<file path="src/pkg/cdsc_consts.vh">
/*
  Constants for the clock delay and sync configuration slice:
  register indices, field positions, reset values and code limits.
  Assumes inclusion by the single design file of the slice.
*/
`ifndef CDSC_CONSTS_VH
`define CDSC_CONSTS_VH

// Register indices on the serial port
`define CDSC_ADDR_COARSE      4'hc
`define CDSC_ADDR_FINE        4'hd
`define CDSC_ADDR_SYNC        4'he
`define CDSC_ADDR_RSVD_F      4'hf

// Reset values
`define CDSC_RST_COARSE       16'h0004
`define CDSC_RST_FINE         16'h0000
`define CDSC_RST_SYNC         16'h0003

// Writable bit masks, reserved bits read as zero
`define CDSC_MASK_COARSE      16'hfffc
`define CDSC_MASK_FINE        16'hfdff
`define CDSC_MASK_SYNC        16'hffdf

// Coarse delay register fields
`define CDSC_COARSE_HI        15
`define CDSC_COARSE_LO        4
`define CDSC_APT_SEL_BIT      3
`define CDSC_DCC_BIT          2

// Fine delay register fields
`define CDSC_FINE_HI          15
`define CDSC_FINE_LO          10
`define CDSC_DLY_FLT_SEL_BIT  8
`define CDSC_TANK_HI          7
`define CDSC_TANK_LO          0

// Sync register fields
`define CDSC_REFDLY_HI        15
`define CDSC_REFDLY_LO        6
`define CDSC_PHASE_HI         4
`define CDSC_PHASE_LO         3
`define CDSC_FOLLOWER_BIT     2
`define CDSC_REFOUT_DIS_BIT   1
`define CDSC_OUTPUT_CLOCK_RESET_INPUT_EN_BIT  0

// Saturation limits
`define CDSC_COARSE_MAX       12'h97f
`define CDSC_REFDLY_MAX       10'h27f

// Serial frame layout
`define CDSC_HDR_BITS         5'h08
`define CDSC_FRAME_BITS       5'h18
`define CDSC_HDR_READ_BIT     7
`define CDSC_HDR_IDX_HI       3
`define CDSC_HDR_IDX_LO       0

`endif

</file>
<file path="src/verilog/cdsc_config.v">
/*
  Clock delay and multi-chip sync configuration slice. Holds the three
  registers at 0xc..0xe behind a serial control port and drives the
  effective delay, filter, phase and reference clock controls.
  Assumes serial pins and ref clock input are asynchronous to ref_clk_in;
  the serial clock is far slower than ref_clk_in (at least 8x).
  Frame: 8-bit header (bit 7 = read, bits 3:0 = index), 16 data bits,
  MSB first, sampled on rising serial clock, read data shifted on falling.
*/
`timescale 1ns/1ps
`include "cdsc_consts.vh"

module cdsc_config (
  // Clock and reset
  input  wire        ref_clk_in,
  input  wire        rst_in,
  // Serial control port
  input  wire        scs_n_in,
  input  wire        sclk_in,
  input  wire        sdi_in,
  output reg         sdo_out,
  output reg         sdo_oe_out,
  // Sync pins
  input  wire        ref_clock_in,
  input  wire        output_clock_reset_input_in,
  output reg         ref_clock_out_a_out,
  output reg         ref_clock_out_b_out,
  output reg         data_clock_reset_out,
  // Aperture delay and clock conditioning
  output reg  [11:0] coarse_aperture_delay_out,
  output reg  [5:0]  fine_aperture_delay_out,
  output reg         duty_cycle_correct_out,
  output reg         tank_filter_enable_out,
  output reg  [7:0]  tank_center_freq_out,
  // Reference clock alignment
  output reg  [9:0]  ref_clock_delay_out,
  output reg  [1:0]  ref_phase_select_out,
  output reg         follower_role_out
);

  // Synchroniser stages
  reg  [1:0]  scs_sync;
  reg  [1:0]  sclk_sync;
  reg  [1:0]  sdi_sync;
  reg  [1:0]  refin_sync;
  reg  [1:0]  dcrst_sync;
  reg         sclk_prev;
  reg         refin_prev;

  // Registers
  reg  [15:0] coarse_delay_control;
  reg  [15:0] fine_delay_filter_control;
  reg  [15:0] multi_chip_sync_control;

  // Serial engine
  reg  [4:0]  bit_cnt;
  reg  [15:0] shift_in;
  reg  [15:0] shift_out;
  reg         read_frame;
  reg  [3:0]  frame_addr;

  // Clock divider
  reg  [1:0]  div_cnt;

  wire        sel_active;
  wire        sclk_rise;
  wire        sclk_fall;
  wire        ref_rise;
  wire        frame_on;
  wire [4:0]  next_bit_cnt;
  wire [15:0] next_shift_in;
  wire [11:0] coarse_code;
  wire [9:0]  refdly_code;
  reg  [15:0] read_data;

  assign frame_on     = ~scs_sync[1];
  assign sclk_rise    = sclk_sync[1] & ~sclk_prev;
  assign sclk_fall    = ~sclk_sync[1] & sclk_prev;
  assign ref_rise     = refin_sync[1] & ~refin_prev;
  assign next_bit_cnt = bit_cnt + 5'h01;
  assign next_shift_in = {shift_in[14:0], sdi_sync[1]};

  assign sel_active = coarse_delay_control[`CDSC_APT_SEL_BIT] |
                      fine_delay_filter_control[`CDSC_DLY_FLT_SEL_BIT];
  assign coarse_code = coarse_delay_control[`CDSC_COARSE_HI:`CDSC_COARSE_LO];
  assign refdly_code = multi_chip_sync_control[`CDSC_REFDLY_HI:`CDSC_REFDLY_LO];

  // Two-flop synchronisers for all pin inputs
  always @(posedge ref_clk_in or posedge rst_in) begin
    if (rst_in) begin
      scs_sync   <= 2'h3;
      sclk_sync  <= 2'h0;
      sdi_sync   <= 2'h0;
      refin_sync <= 2'h0;
      dcrst_sync <= 2'h0;
      sclk_prev  <= 1'b0;
      refin_prev <= 1'b0;
    end else begin
      scs_sync   <= {scs_sync[0], scs_n_in};
      sclk_sync  <= {sclk_sync[0], sclk_in};
      sdi_sync   <= {sdi_sync[0], sdi_in};
      refin_sync <= {refin_sync[0], ref_clock_in};
      dcrst_sync <= {dcrst_sync[0], output_clock_reset_input_in};
      sclk_prev  <= sclk_sync[1];
      refin_prev <= refin_sync[1];
    end
  end

  // Readback mux, reserved bits and register F read as zero
  always @* begin
    case (frame_addr)
      `CDSC_ADDR_COARSE: read_data = coarse_delay_control;
      `CDSC_ADDR_FINE:   read_data = fine_delay_filter_control;
      `CDSC_ADDR_SYNC:   read_data = multi_chip_sync_control;
      default:           read_data = 16'h0000;
    endcase
  end

  // Serial frame engine and register writes
  always @(posedge ref_clk_in or posedge rst_in) begin
    if (rst_in) begin
      bit_cnt                   <= 5'h00;
      shift_in                  <= 16'h0000;
      shift_out                 <= 16'h0000;
      read_frame                <= 1'b0;
      frame_addr                <= 4'h0;
      sdo_out                   <= 1'b0;
      sdo_oe_out                <= 1'b0;
      coarse_delay_control      <= `CDSC_RST_COARSE;
      fine_delay_filter_control <= `CDSC_RST_FINE;
      multi_chip_sync_control   <= `CDSC_RST_SYNC;
    end else if (!frame_on) begin
      bit_cnt    <= 5'h00;
      read_frame <= 1'b0;
      sdo_oe_out <= 1'b0;
    end else begin
      if (sclk_rise && bit_cnt != `CDSC_FRAME_BITS) begin
        bit_cnt  <= next_bit_cnt;
        shift_in <= next_shift_in;
        if (next_bit_cnt == `CDSC_HDR_BITS) begin
          read_frame <= next_shift_in[`CDSC_HDR_READ_BIT];
          frame_addr <= next_shift_in[`CDSC_HDR_IDX_HI:`CDSC_HDR_IDX_LO];
        end
        if (next_bit_cnt == `CDSC_FRAME_BITS && !read_frame) begin
          // Writes to register F and unmapped indices are dropped
          case (frame_addr)
            `CDSC_ADDR_COARSE:
              coarse_delay_control <= next_shift_in & `CDSC_MASK_COARSE;
            `CDSC_ADDR_FINE:
              fine_delay_filter_control <= next_shift_in & `CDSC_MASK_FINE;
            `CDSC_ADDR_SYNC:
              multi_chip_sync_control <= next_shift_in & `CDSC_MASK_SYNC;
            default: ;
          endcase
        end
      end
      if (sclk_fall && read_frame) begin
        if (bit_cnt == `CDSC_HDR_BITS) begin
          sdo_out    <= read_data[15];
          shift_out  <= {read_data[14:0], 1'b0};
          sdo_oe_out <= 1'b1;
        end else if (bit_cnt == `CDSC_FRAME_BITS) begin
          sdo_oe_out <= 1'b0;
        end else begin
          sdo_out   <= shift_out[15];
          shift_out <= {shift_out[14:0], 1'b0};
        end
      end
    end
  end

  // Effective clock path controls
  always @(posedge ref_clk_in or posedge rst_in) begin
    if (rst_in) begin
      coarse_aperture_delay_out <= 12'h000;
      fine_aperture_delay_out   <= 6'h00;
      duty_cycle_correct_out    <= 1'b1;
      tank_filter_enable_out    <= 1'b0;
      tank_center_freq_out      <= 8'h00;
      ref_clock_delay_out       <= 10'h000;
      ref_phase_select_out      <= 2'h0;
      follower_role_out         <= 1'b0;
      data_clock_reset_out      <= 1'b0;
    end else begin
      if (!sel_active)
        coarse_aperture_delay_out <= 12'h000;
      else if (coarse_code > `CDSC_COARSE_MAX)
        coarse_aperture_delay_out <= `CDSC_COARSE_MAX;
      else
        coarse_aperture_delay_out <= coarse_code;
      fine_aperture_delay_out <= sel_active ?
        fine_delay_filter_control[`CDSC_FINE_HI:`CDSC_FINE_LO] : 6'h00;
      duty_cycle_correct_out <= coarse_delay_control[`CDSC_DCC_BIT];
      tank_filter_enable_out <= fine_delay_filter_control[`CDSC_DLY_FLT_SEL_BIT];
      // Thermometer code passed through; 0 is highest centre frequency
      tank_center_freq_out <= fine_delay_filter_control[`CDSC_TANK_HI:`CDSC_TANK_LO];
      ref_clock_delay_out <= (refdly_code > `CDSC_REFDLY_MAX) ?
                             `CDSC_REFDLY_MAX : refdly_code;
      // 00 none, 01 90, 10 180, 11 270 degrees
      ref_phase_select_out <=
        multi_chip_sync_control[`CDSC_PHASE_HI:`CDSC_PHASE_LO];
      follower_role_out <= multi_chip_sync_control[`CDSC_FOLLOWER_BIT];
      data_clock_reset_out <= dcrst_sync[1] &
        multi_chip_sync_control[`CDSC_OUTPUT_CLOCK_RESET_INPUT_EN_BIT];
    end
  end

  // Divide by four; follower realigns on reference clock rising edge
  always @(posedge ref_clk_in or posedge rst_in) begin
    if (rst_in) begin
      div_cnt             <= 2'h0;
      ref_clock_out_a_out <= 1'b0;
      ref_clock_out_b_out <= 1'b0;
    end else begin
      if (multi_chip_sync_control[`CDSC_FOLLOWER_BIT] && ref_rise)
        div_cnt <= 2'h0;
      else
        div_cnt <= div_cnt + 2'h1;
      if (multi_chip_sync_control[`CDSC_REFOUT_DIS_BIT]) begin
        ref_clock_out_a_out <= 1'b0;
        ref_clock_out_b_out <= 1'b0;
      end else begin
        ref_clock_out_a_out <= ~div_cnt[1];
        ref_clock_out_b_out <= ~div_cnt[1];
      end
    end
  end

endmodule // cdsc_config

</file>
<file path="config.mk">
export PLATFORM = sky130hd
export DESIGN_NAME = cdsc_config
export DESIGN_NICKNAME = d
export VERILOG_FILES = /design/src/verilog/cdsc_config.v
export VERILOG_INCLUDE_DIRS = /design/src /design/src/pkg
export SDC_FILE = /design/constraint.sdc
export NUM_CORES = 1
export LEC_CHECK = 0
export BUFFER_PORTS_ARGS = -buffer_cell sky130_fd_sc_hd__clkbuf_2
export CAP_MARGIN = 10
export CELL_PAD_IN_SITES_DETAIL_PLACEMENT = 2
export CELL_PAD_IN_SITES_GLOBAL_PLACEMENT = 2
export CORE_ASPECT_RATIO = 1.2
export CORE_UTILIZATION = 41
export CTS_CLUSTER_DIAMETER = 150
export CTS_CLUSTER_SIZE = 40
export DETAILED_ROUTE_END_ITERATION = 8
export GPL_TIMING_DRIVEN = 0
export PLACE_DENSITY_LB_ADDON = 0.3
export SETUP_SLACK_MARGIN = 0.4
export SLEW_MARGIN = 20
export SYNTH_ARGS = -nofsm -noshare
export SYNTH_HDL_FRONTEND = slang
export SYNTH_SLANG_ARGS = --single-unit
</file>
<file path="constraint.sdc">
create_clock -name ref_clk_in -period 5.6 [get_ports ref_clk_in]
set_input_delay 0.56 -clock ref_clk_in [delete_from_list [all_inputs] [get_ports ref_clk_in]]
set_output_delay 0.56 -clock ref_clk_in [all_outputs]
set_load 0.01 [all_outputs]
</file>
==> results.tsv, run 1 <==
stage	metric	value	unit
run_status	status	finished clean	
power_and_ir_drop	finalPower	2310	uW
sta	relSlewSlack	40.2	%
drt	route.met2.wl	7.74	mm
layout	diodes	0	
drt	drtIter0Drc	131	
cts	clock-sinks	143	
sta	clock.fmax	364	MHz
drt	routed.top_layer	met4	
cts	htree_levels	4	
cts	tritoncts	yes	
synthesis	synth.avg_cell_area	13.5	um^2
drt	via_per_inst	5.31	
synthesis	ys.warnings.count	0	
critical_path	crit_type	reg -> reg	
floorplanning	core	0.0133	mm^2
critical_path	critPathSlowestCell	nor4b_4	
critical_path	start_kind	flip-flop	
critical_path	critPathRequiredTime	5.90	ns
synthesis	netlist-cell-type-count	45	
floorplanning	row_count	46	
cts	post-cts-setup-buffers	0	
sta	period_needed	2.75	ns
synthesis	synthArstFlopShare	100	%
drt	postRouteAntennaNets	0	
synthesis	synth_seq_cells	143	
flow_run	maxCapViolCount	0	
critical_path	cpPeakStageDelay	0.58	ns
sta	skew	0.00958	ns
global_route	grt_max_degree	93	
cts	post_cts_resized	0	
cts	cts_hold_buf	0	
layout	drive_gt1_share	27.5	%
drt	drc	0	
placement	pre_cts_ws	2.84	ns
critical_path	cp-end-kind	flip-flop	
floorplanning	die_h	130	um
sta	rsz0062_at_grt	no	
placement	dp_hpwl	9.28	mm
layout	final_util	50.6	%
drt	wl	14.4	mm
cts	clk_latency	0.43	ns
sta	tightest_slew	0.894	ns
power_and_ir_drop	cellPowerDensity	343	mW/mm^2
synthesis	ys_seq_area_share	63.7	%
floorplanning	boundaryPins	53	
sta	final_hold_viol_count	0	
drt	drt-met1-wl	6.08	mm
drt	wl_met3	369	um
floorplanning	die_x	109	um
global_route	track_usage	22.8	%
synthesis	synthesis.nets	426	
cts	cts.path.max_buffers	2	
placement	io_buffers	52	
layout	nets	498	
global_route	grt-ovfl-total	0	
floorplanning	start_util	42.4	%
cts	cts_root_buffer	clkbuf_16	
global_route	grt_antenna_before_repair	0	
floorplanning	die_area	0.0142	mm^2
critical_path	path_cells	inv_1, ha_1, and4b_1, nor2_2, nand2_1, nor4b_4, buf_4, mux2_1	
min_path	hold_path_class	in -> async	
power_and_ir_drop	vdd_drop_max	0.251	mV
global_route	grt_pass1_vias	4050	
sta	min_period_over_period	49.0	%
cts	clkTransAtPathRegs	0.06	ns
placement	gp_congestion	0.752	
synthesis	syn_area	0.00563	mm^2
drt	first_pass_iters	5	
cts	cts_made_buffers	17	
power_and_ir_drop	p_leak	0.00328	uW
layout	syn_to_final_growth	19.4	%
sta	finalWorstSetupSlack	2.85	ns
critical_path	cp_data_arrival_time	3.04	ns
critical_path	worst-path-max-fanout	10	
synthesis	ys.flop_type	dfrtp_1	
layout	layout_commonest_cell	dfrtp_1	
drt	wire_per_inst	21.6	um
sta	setup_viol	0	
layout	fill_cells	1275	
global_route	grt_pass1_wl	23.3	mm
synthesis	netlist_instances	416	
layout	final_cell_mix	dfrtp_1 (137), clkbuf_2 (52), nor2_1 (41), mux2_1 (28), mux2_4 (20)	
sta	final_max_slew_viol_count	0	
drt	num_vias	3550	
synthesis	synth_edf_count	0	
-- synth_stat cells, drive strengths merged, types with 2 or more instances --
cell / number / area (um^2)
dfrtp: 137 / 3430
clkbuf: 12 / 45.0
and3b: 2 / 17.5
a211oi: 2 / 20.0
inv: 7 / 26.3
ha: 3 / 37.5
xnor2: 3 / 33.8
a21oi: 17 / 85.1
a22oi: 14 / 105
nor3b: 3 / 22.5
buf: 10 / 66.3
mux2: 65 / 807
nand2b: 8 / 50.1
nand3: 3 / 15.0
nor2b: 11 / 68.8
o21ai: 14 / 70.1
nand2: 19 / 71.3
mux2i: 12 / 120
dfstp: 6 / 158
and4b: 2 / 20.0
nor2: 42 / 160
and4: 2 / 17.5
a22o: 4 / 35.0
nor3: 2 / 10.0
nand3b: 3 / 22.5
a32oi: 2 / 17.5
-- layout make-up --
| class | instances | area [um^2] | share of cell area (%) |
|---|---|---|---|
| Sequential cell | 143 | 3590 | 53.3 |
| Clock inverter | 6 | 80.1 | 1.19 |
| Tap cell | 168 | 210 | 3.12 |
| Clock buffer | 26 | 509 | 7.57 |
| Inverter | 7 | 33.8 | 0.502 |
| Buffer | 22 | 111 | 1.66 |
| Timing Repair Buffer | 53 | 288 | 4.28 |
| Multi-Input combinational cell | 244 | 1910 | 28.4 |
-- metal layers --
metal,vias to the layer above,global-route usage (%)
li1,1588,-
met1,1878,27.6
met3,18,4.32
met5,-,0
met4,0,9.30
met2,66,40.0
-- stage by stage --
step	area (um^2)	std cells	hold slack, ns	setup TNS [ns]
finish	6730	669	0.138	0
global route	6730	669	0.159	0
floorplan	5630	416	0.331	0
CTS	6730	669	0.146	0
global placement	6100	636	0.332	-27.02
detailed placement	6140	637	0.343	0
-- path summary, 6_finish.rpt --
kind / from / endpoint / slack, ns / cells after the start
min: rst_in / coarse_aperture_delay_out[0]$_DFF_PP0_ / 0.14 / 2
min in group ref_clk_in: scs_n_in / scs_sync[0]$_DFF_PP1_ / 0.22 / 1
max reg2reg: bit_cnt[1]$_DFFE_PP0P_ / multi_chip_sync_control[7]$_DFFE_PP0P_ / 2.85 / 8
max in group asynchronous: rst_in / scs_sync[0]$_DFF_PP1_ / 4.67 / 3
max: bit_cnt[1]$_DFFE_PP0P_ / multi_chip_sync_control[7]$_DFFE_PP0P_ / 2.85 / 8
min reg2reg: sdi_sync[0]$_DFF_PP0_ / sdi_sync[1]$_DFF_PP0_ / 0.35 / 0
-- where the power goes --
| part | leakage [uW] | total (uW) | switching (uW) | internal [uW] |
|---|---|---|---|---|
| registers | 0.00193 | 1120 | 49.8 | 1070 |
| clock network | 0.000294 | 1120 | 412 | 712 |
| logic | 0.00105 | 66.2 | 35.4 | 30.8 |
| total | 0.00328 | 2310 | 497 | 1810 |
-- worst max-delay path, delay by kind of cell (launching register included) --
| kind | cells | cell delay [ns] |
|---|---|---|
| and+or+nand+nor | 4 | 1.09 |
| DFF | 1 | 0.47 |
| buffers and inverters | 2 | 0.46 |
| muxes | 1 | 0.37 |
| adders and majority gates | 1 | 0.24 |
-- flip-flops by register name, summed over array words and instances (netlist names), 6 cells and up --
| signal | flops |
|---|---|
| coarse_aperture_delay_out | 12 |
| coarse_delay_control | 14 |
| fine_aperture_delay_out | 6 |
| fine_delay_filter_control | 15 |
| multi_chip_sync_control | 15 |
| ref_clock_delay_out | 10 |
| shift_in | 15 |
| shift_out | 15 |
| tank_center_freq_out | 8 |
-- cells by family after synthesis --
kind of cell    count (synthesis)  synth area share [%]
flops                         143                  63.7
simple gates                  101                  9.20
mux                            77                  16.5
compound gates                 59                  6.82
buf+inv                        29                  2.44
xor+xnor                        4                 0.755
fa+ha+maj                       3                 0.666
No activity file was read; power rests on OpenSTA's default activity.
==> inputs of run 2 (changes only) <==
--- a/config.mk
+++ b/config.mk
@@ -11,7 +11,7 @@
 export CELL_PAD_IN_SITES_DETAIL_PLACEMENT = 2
 export CELL_PAD_IN_SITES_GLOBAL_PLACEMENT = 2
 export CORE_ASPECT_RATIO = 1.2
-export CORE_UTILIZATION = 41
+export CORE_UTILIZATION = 37
 export CTS_CLUSTER_DIAMETER = 150
 export CTS_CLUSTER_SIZE = 40
 export DETAILED_ROUTE_END_ITERATION = 8
==> constraint.sdc (replaced) <==
create_clock -name ref_clk_in -period 2.4 [get_ports ref_clk_in]
set_input_delay 0.24 -clock ref_clk_in [delete_from_list [all_inputs] [get_ports ref_clk_in]]
set_output_delay 0.24 -clock ref_clk_in [all_outputs]
set_load 0.01 [all_outputs]
==> results.tsv, run 2 (synthesized netlist as in run 1, its figures left out) <==
stage	metric	value	unit
floorplanning	die_area	0.0157	mm^2
power_and_ir_drop	power_frac_clock	49.3	%
run_status	status	finished clean	
drt	drtIter0Drc	138	
global_route	grt-ovfl-total	0	
layout	fin_cells	735	
layout	layout_commonest_cell	dfrtp_1	
global_route	grt_max_degree	36	
sta	skew	0.0138	ns
critical_path	critPathRequiredTime	2.71	ns
drt	postRouteAntennaNets	0	
drt	via_per_inst	5.10	
cts	cts_root_buffer	clkbuf_16	
floorplanning	die_x	115	um
min_path	hold_path_class	in -> async	
drt	wire_per_inst	21.4	um
layout	syn_to_final_growth	31.7	%
placement	io_buffers	52	
critical_path	worst-path-max-fanout	5	
power_and_ir_drop	intPower	4250	uW
layout	final_util	49.6	%
layout	diodes	0	
drt	drc	0	
power_and_ir_drop	pwr-share-comb	3.5	%
power_and_ir_drop	swShare	23.2	%
placement	dp.cells	677	
cts	cts_made_buffers	17	
placement	dp_hpwl	9.52	mm
sta	tightest_slew	1.03	ns
drt	num_vias	3749	
placement	gp_congestion	0.704	
global_route	grt_pass1_vias	4257	
floorplanning	die_h	137	um
placement	place_area	0.00630	mm^2
sta	final_hold_viol_count	0	
global_route	grt_antenna_before_repair	0	
cts	tritoncts	yes	
floorplanning	start_util	37.7	%
power_and_ir_drop	p_leak	0.00346	uW
critical_path	cp_data_arrival_time	2.40	ns
sta	hold_slack	0.256	ns
drt	first_pass_iters	6	
layout	nets	528	
floorplanning	row_count	49	
sta	period_needed	2.09	ns
sta	relSlewSlack	30.4	%
sta	final_max_slew_viol_count	0	
cts	htree_levels	4	
cts	clk_latency	0.43	ns
drt	wl	15.8	mm
layout	fill_cells	1436	
flow_run	maxCapViolCount	0	
cts	cts.path.max_buffers	2	
floorplanning	core	0.0150	mm^2
power_and_ir_drop	seq_power_share	47.2	%
power_and_ir_drop	vdd_drop_max	0.456	mV
critical_path	cp-end-kind	flip-flop	
sta	rsz0062_at_grt	yes	
cts	clock-sinks	143	
power_and_ir_drop	p_sw	1290	uW
cts	clkTransAtPathRegs	0.06	ns
critical_path	crit_type	reg -> reg	
global_route	grt_pass1_wl	23.7	mm
sta	min_period_over_period	87.0	%
layout	final_cell_mix	dfrtp_1 (134), clkbuf_2 (57), mux2_4 (42), nor2_1 (40), clkbuf_16 (19)	
sta	tns	0	ns
power_and_ir_drop	cellPowerDensity	746	mW/mm^2
sta	setup_viol	0	
layout	final_area	0.00742	mm^2
floorplanning	boundaryPins	53	
sta	clock.fmax	479	MHz
layout	drive_gt1_share	40.3	%
critical_path	start_kind	flip-flop	
global_route	track_usage	21.1	%
==> run 2: changes by cell type in the layout (fill, tap and decap cells not counted), sizes merged, moves of 3 or more <==
cell,before,now
clkinvlp,0,10
dlygate4sd3,0,6
clkinv,4,1
clkbuf,90,85
buf,11,33
==> run 2: power by group through the flow <==
stage,clock (uW),sequential (uW),combinational [uW]
after floorplan,0,2600,118
after global placement,0,2640,141
after detailed placement,0,2650,173
after CTS,2790,2610,196
after global routing,2860,2620,215
final,2730,2610,194
==> run 2: final timing paths <==
path | from | end | slack (ns) | cells after the start
worst max-delay path | bit_cnt[0]$_DFFE_PP0P_ | multi_chip_sync_control[6]$_DFFE_PP0P_ | 0.31 | 8
worst min-delay path | rst_in | coarse_aperture_delay_out[0]$_DFF_PP0_ | 0.26 | 3
worst max register to register | bit_cnt[0]$_DFFE_PP0P_ | multi_chip_sync_control[6]$_DFFE_PP0P_ | 0.31 | 8
worst min register to register | scs_sync[0]$_DFF_PP1_ | scs_sync[1]$_DFF_PP1_ | 0.35 | 0
max in group asynchronous | rst_in | multi_chip_sync_control[0]$_DFFE_PP1P_ | 1.03 | 7
min in group ref_clk_in | scs_sync[0]$_DFF_PP1_ | scs_sync[1]$_DFF_PP1_ | 0.35 | 0
==> run 2: through the flow <==
| stage | total power [uW] | worst slack [ns] |
|---|---|---|
| after global placement | 2780 | -0.437 |
| after global routing | 5700 | 0.257 |
| after detailed placement | 2820 | -0.137 |
| after floorplan | 2710 | 0.255 |
| final | 5540 | 0.312 |
| after CTS | 5590 | 0.316 |
==> run 2: metal layers <==
metal | track usage (%) | up-vias | wire (um)
met1 | 24.1 | 1980 | 6360
met4 | 11.3 | 0 | 474
met3 | 4.12 | 29 | 525
met2 | 37.3 | 90 | 8400
li1 | - | 1650 | -
met5 | 0 | - | 0
==> run 2: area by class of cell <==
cell class	count	area (um^2)	area share, %
buffer	22	180	2.43
clock buffer	19	443	5.97
clock inverter	13	166	2.24
inverter	7	30.0	0.405
multi-input combinational	244	2090	28.2
sequential	143	3590	48.4
tap	204	255	3.44
timing repair buffer	83	663	8.94
==> run 2: critical path, stage by stage, from the launching register on <==
cell and delay, ns:
dfrtp_2 0.43, ha_4 0.18, nand3_2 0.13, xnor2_4 0.18, buf_4 0.16, nor4b_4 0.26, buf_6 0.17, buf_12 0.14
mux2_4 0.31
==> run 2: what timing repair did <==
| item | in CTS | in global routing |
|---|---|---|
| hold endpoints to repair | 39 | 0 |
| gates cloned | 1 | 2 |
| hold buffers | 6 | 0 |
| pin swaps | 4 | 8 |
| buffers inserted | 9 | 8 |
| gates resized for setup | 40 | 37 |
| setup endpoints to repair | 84 | 79 |
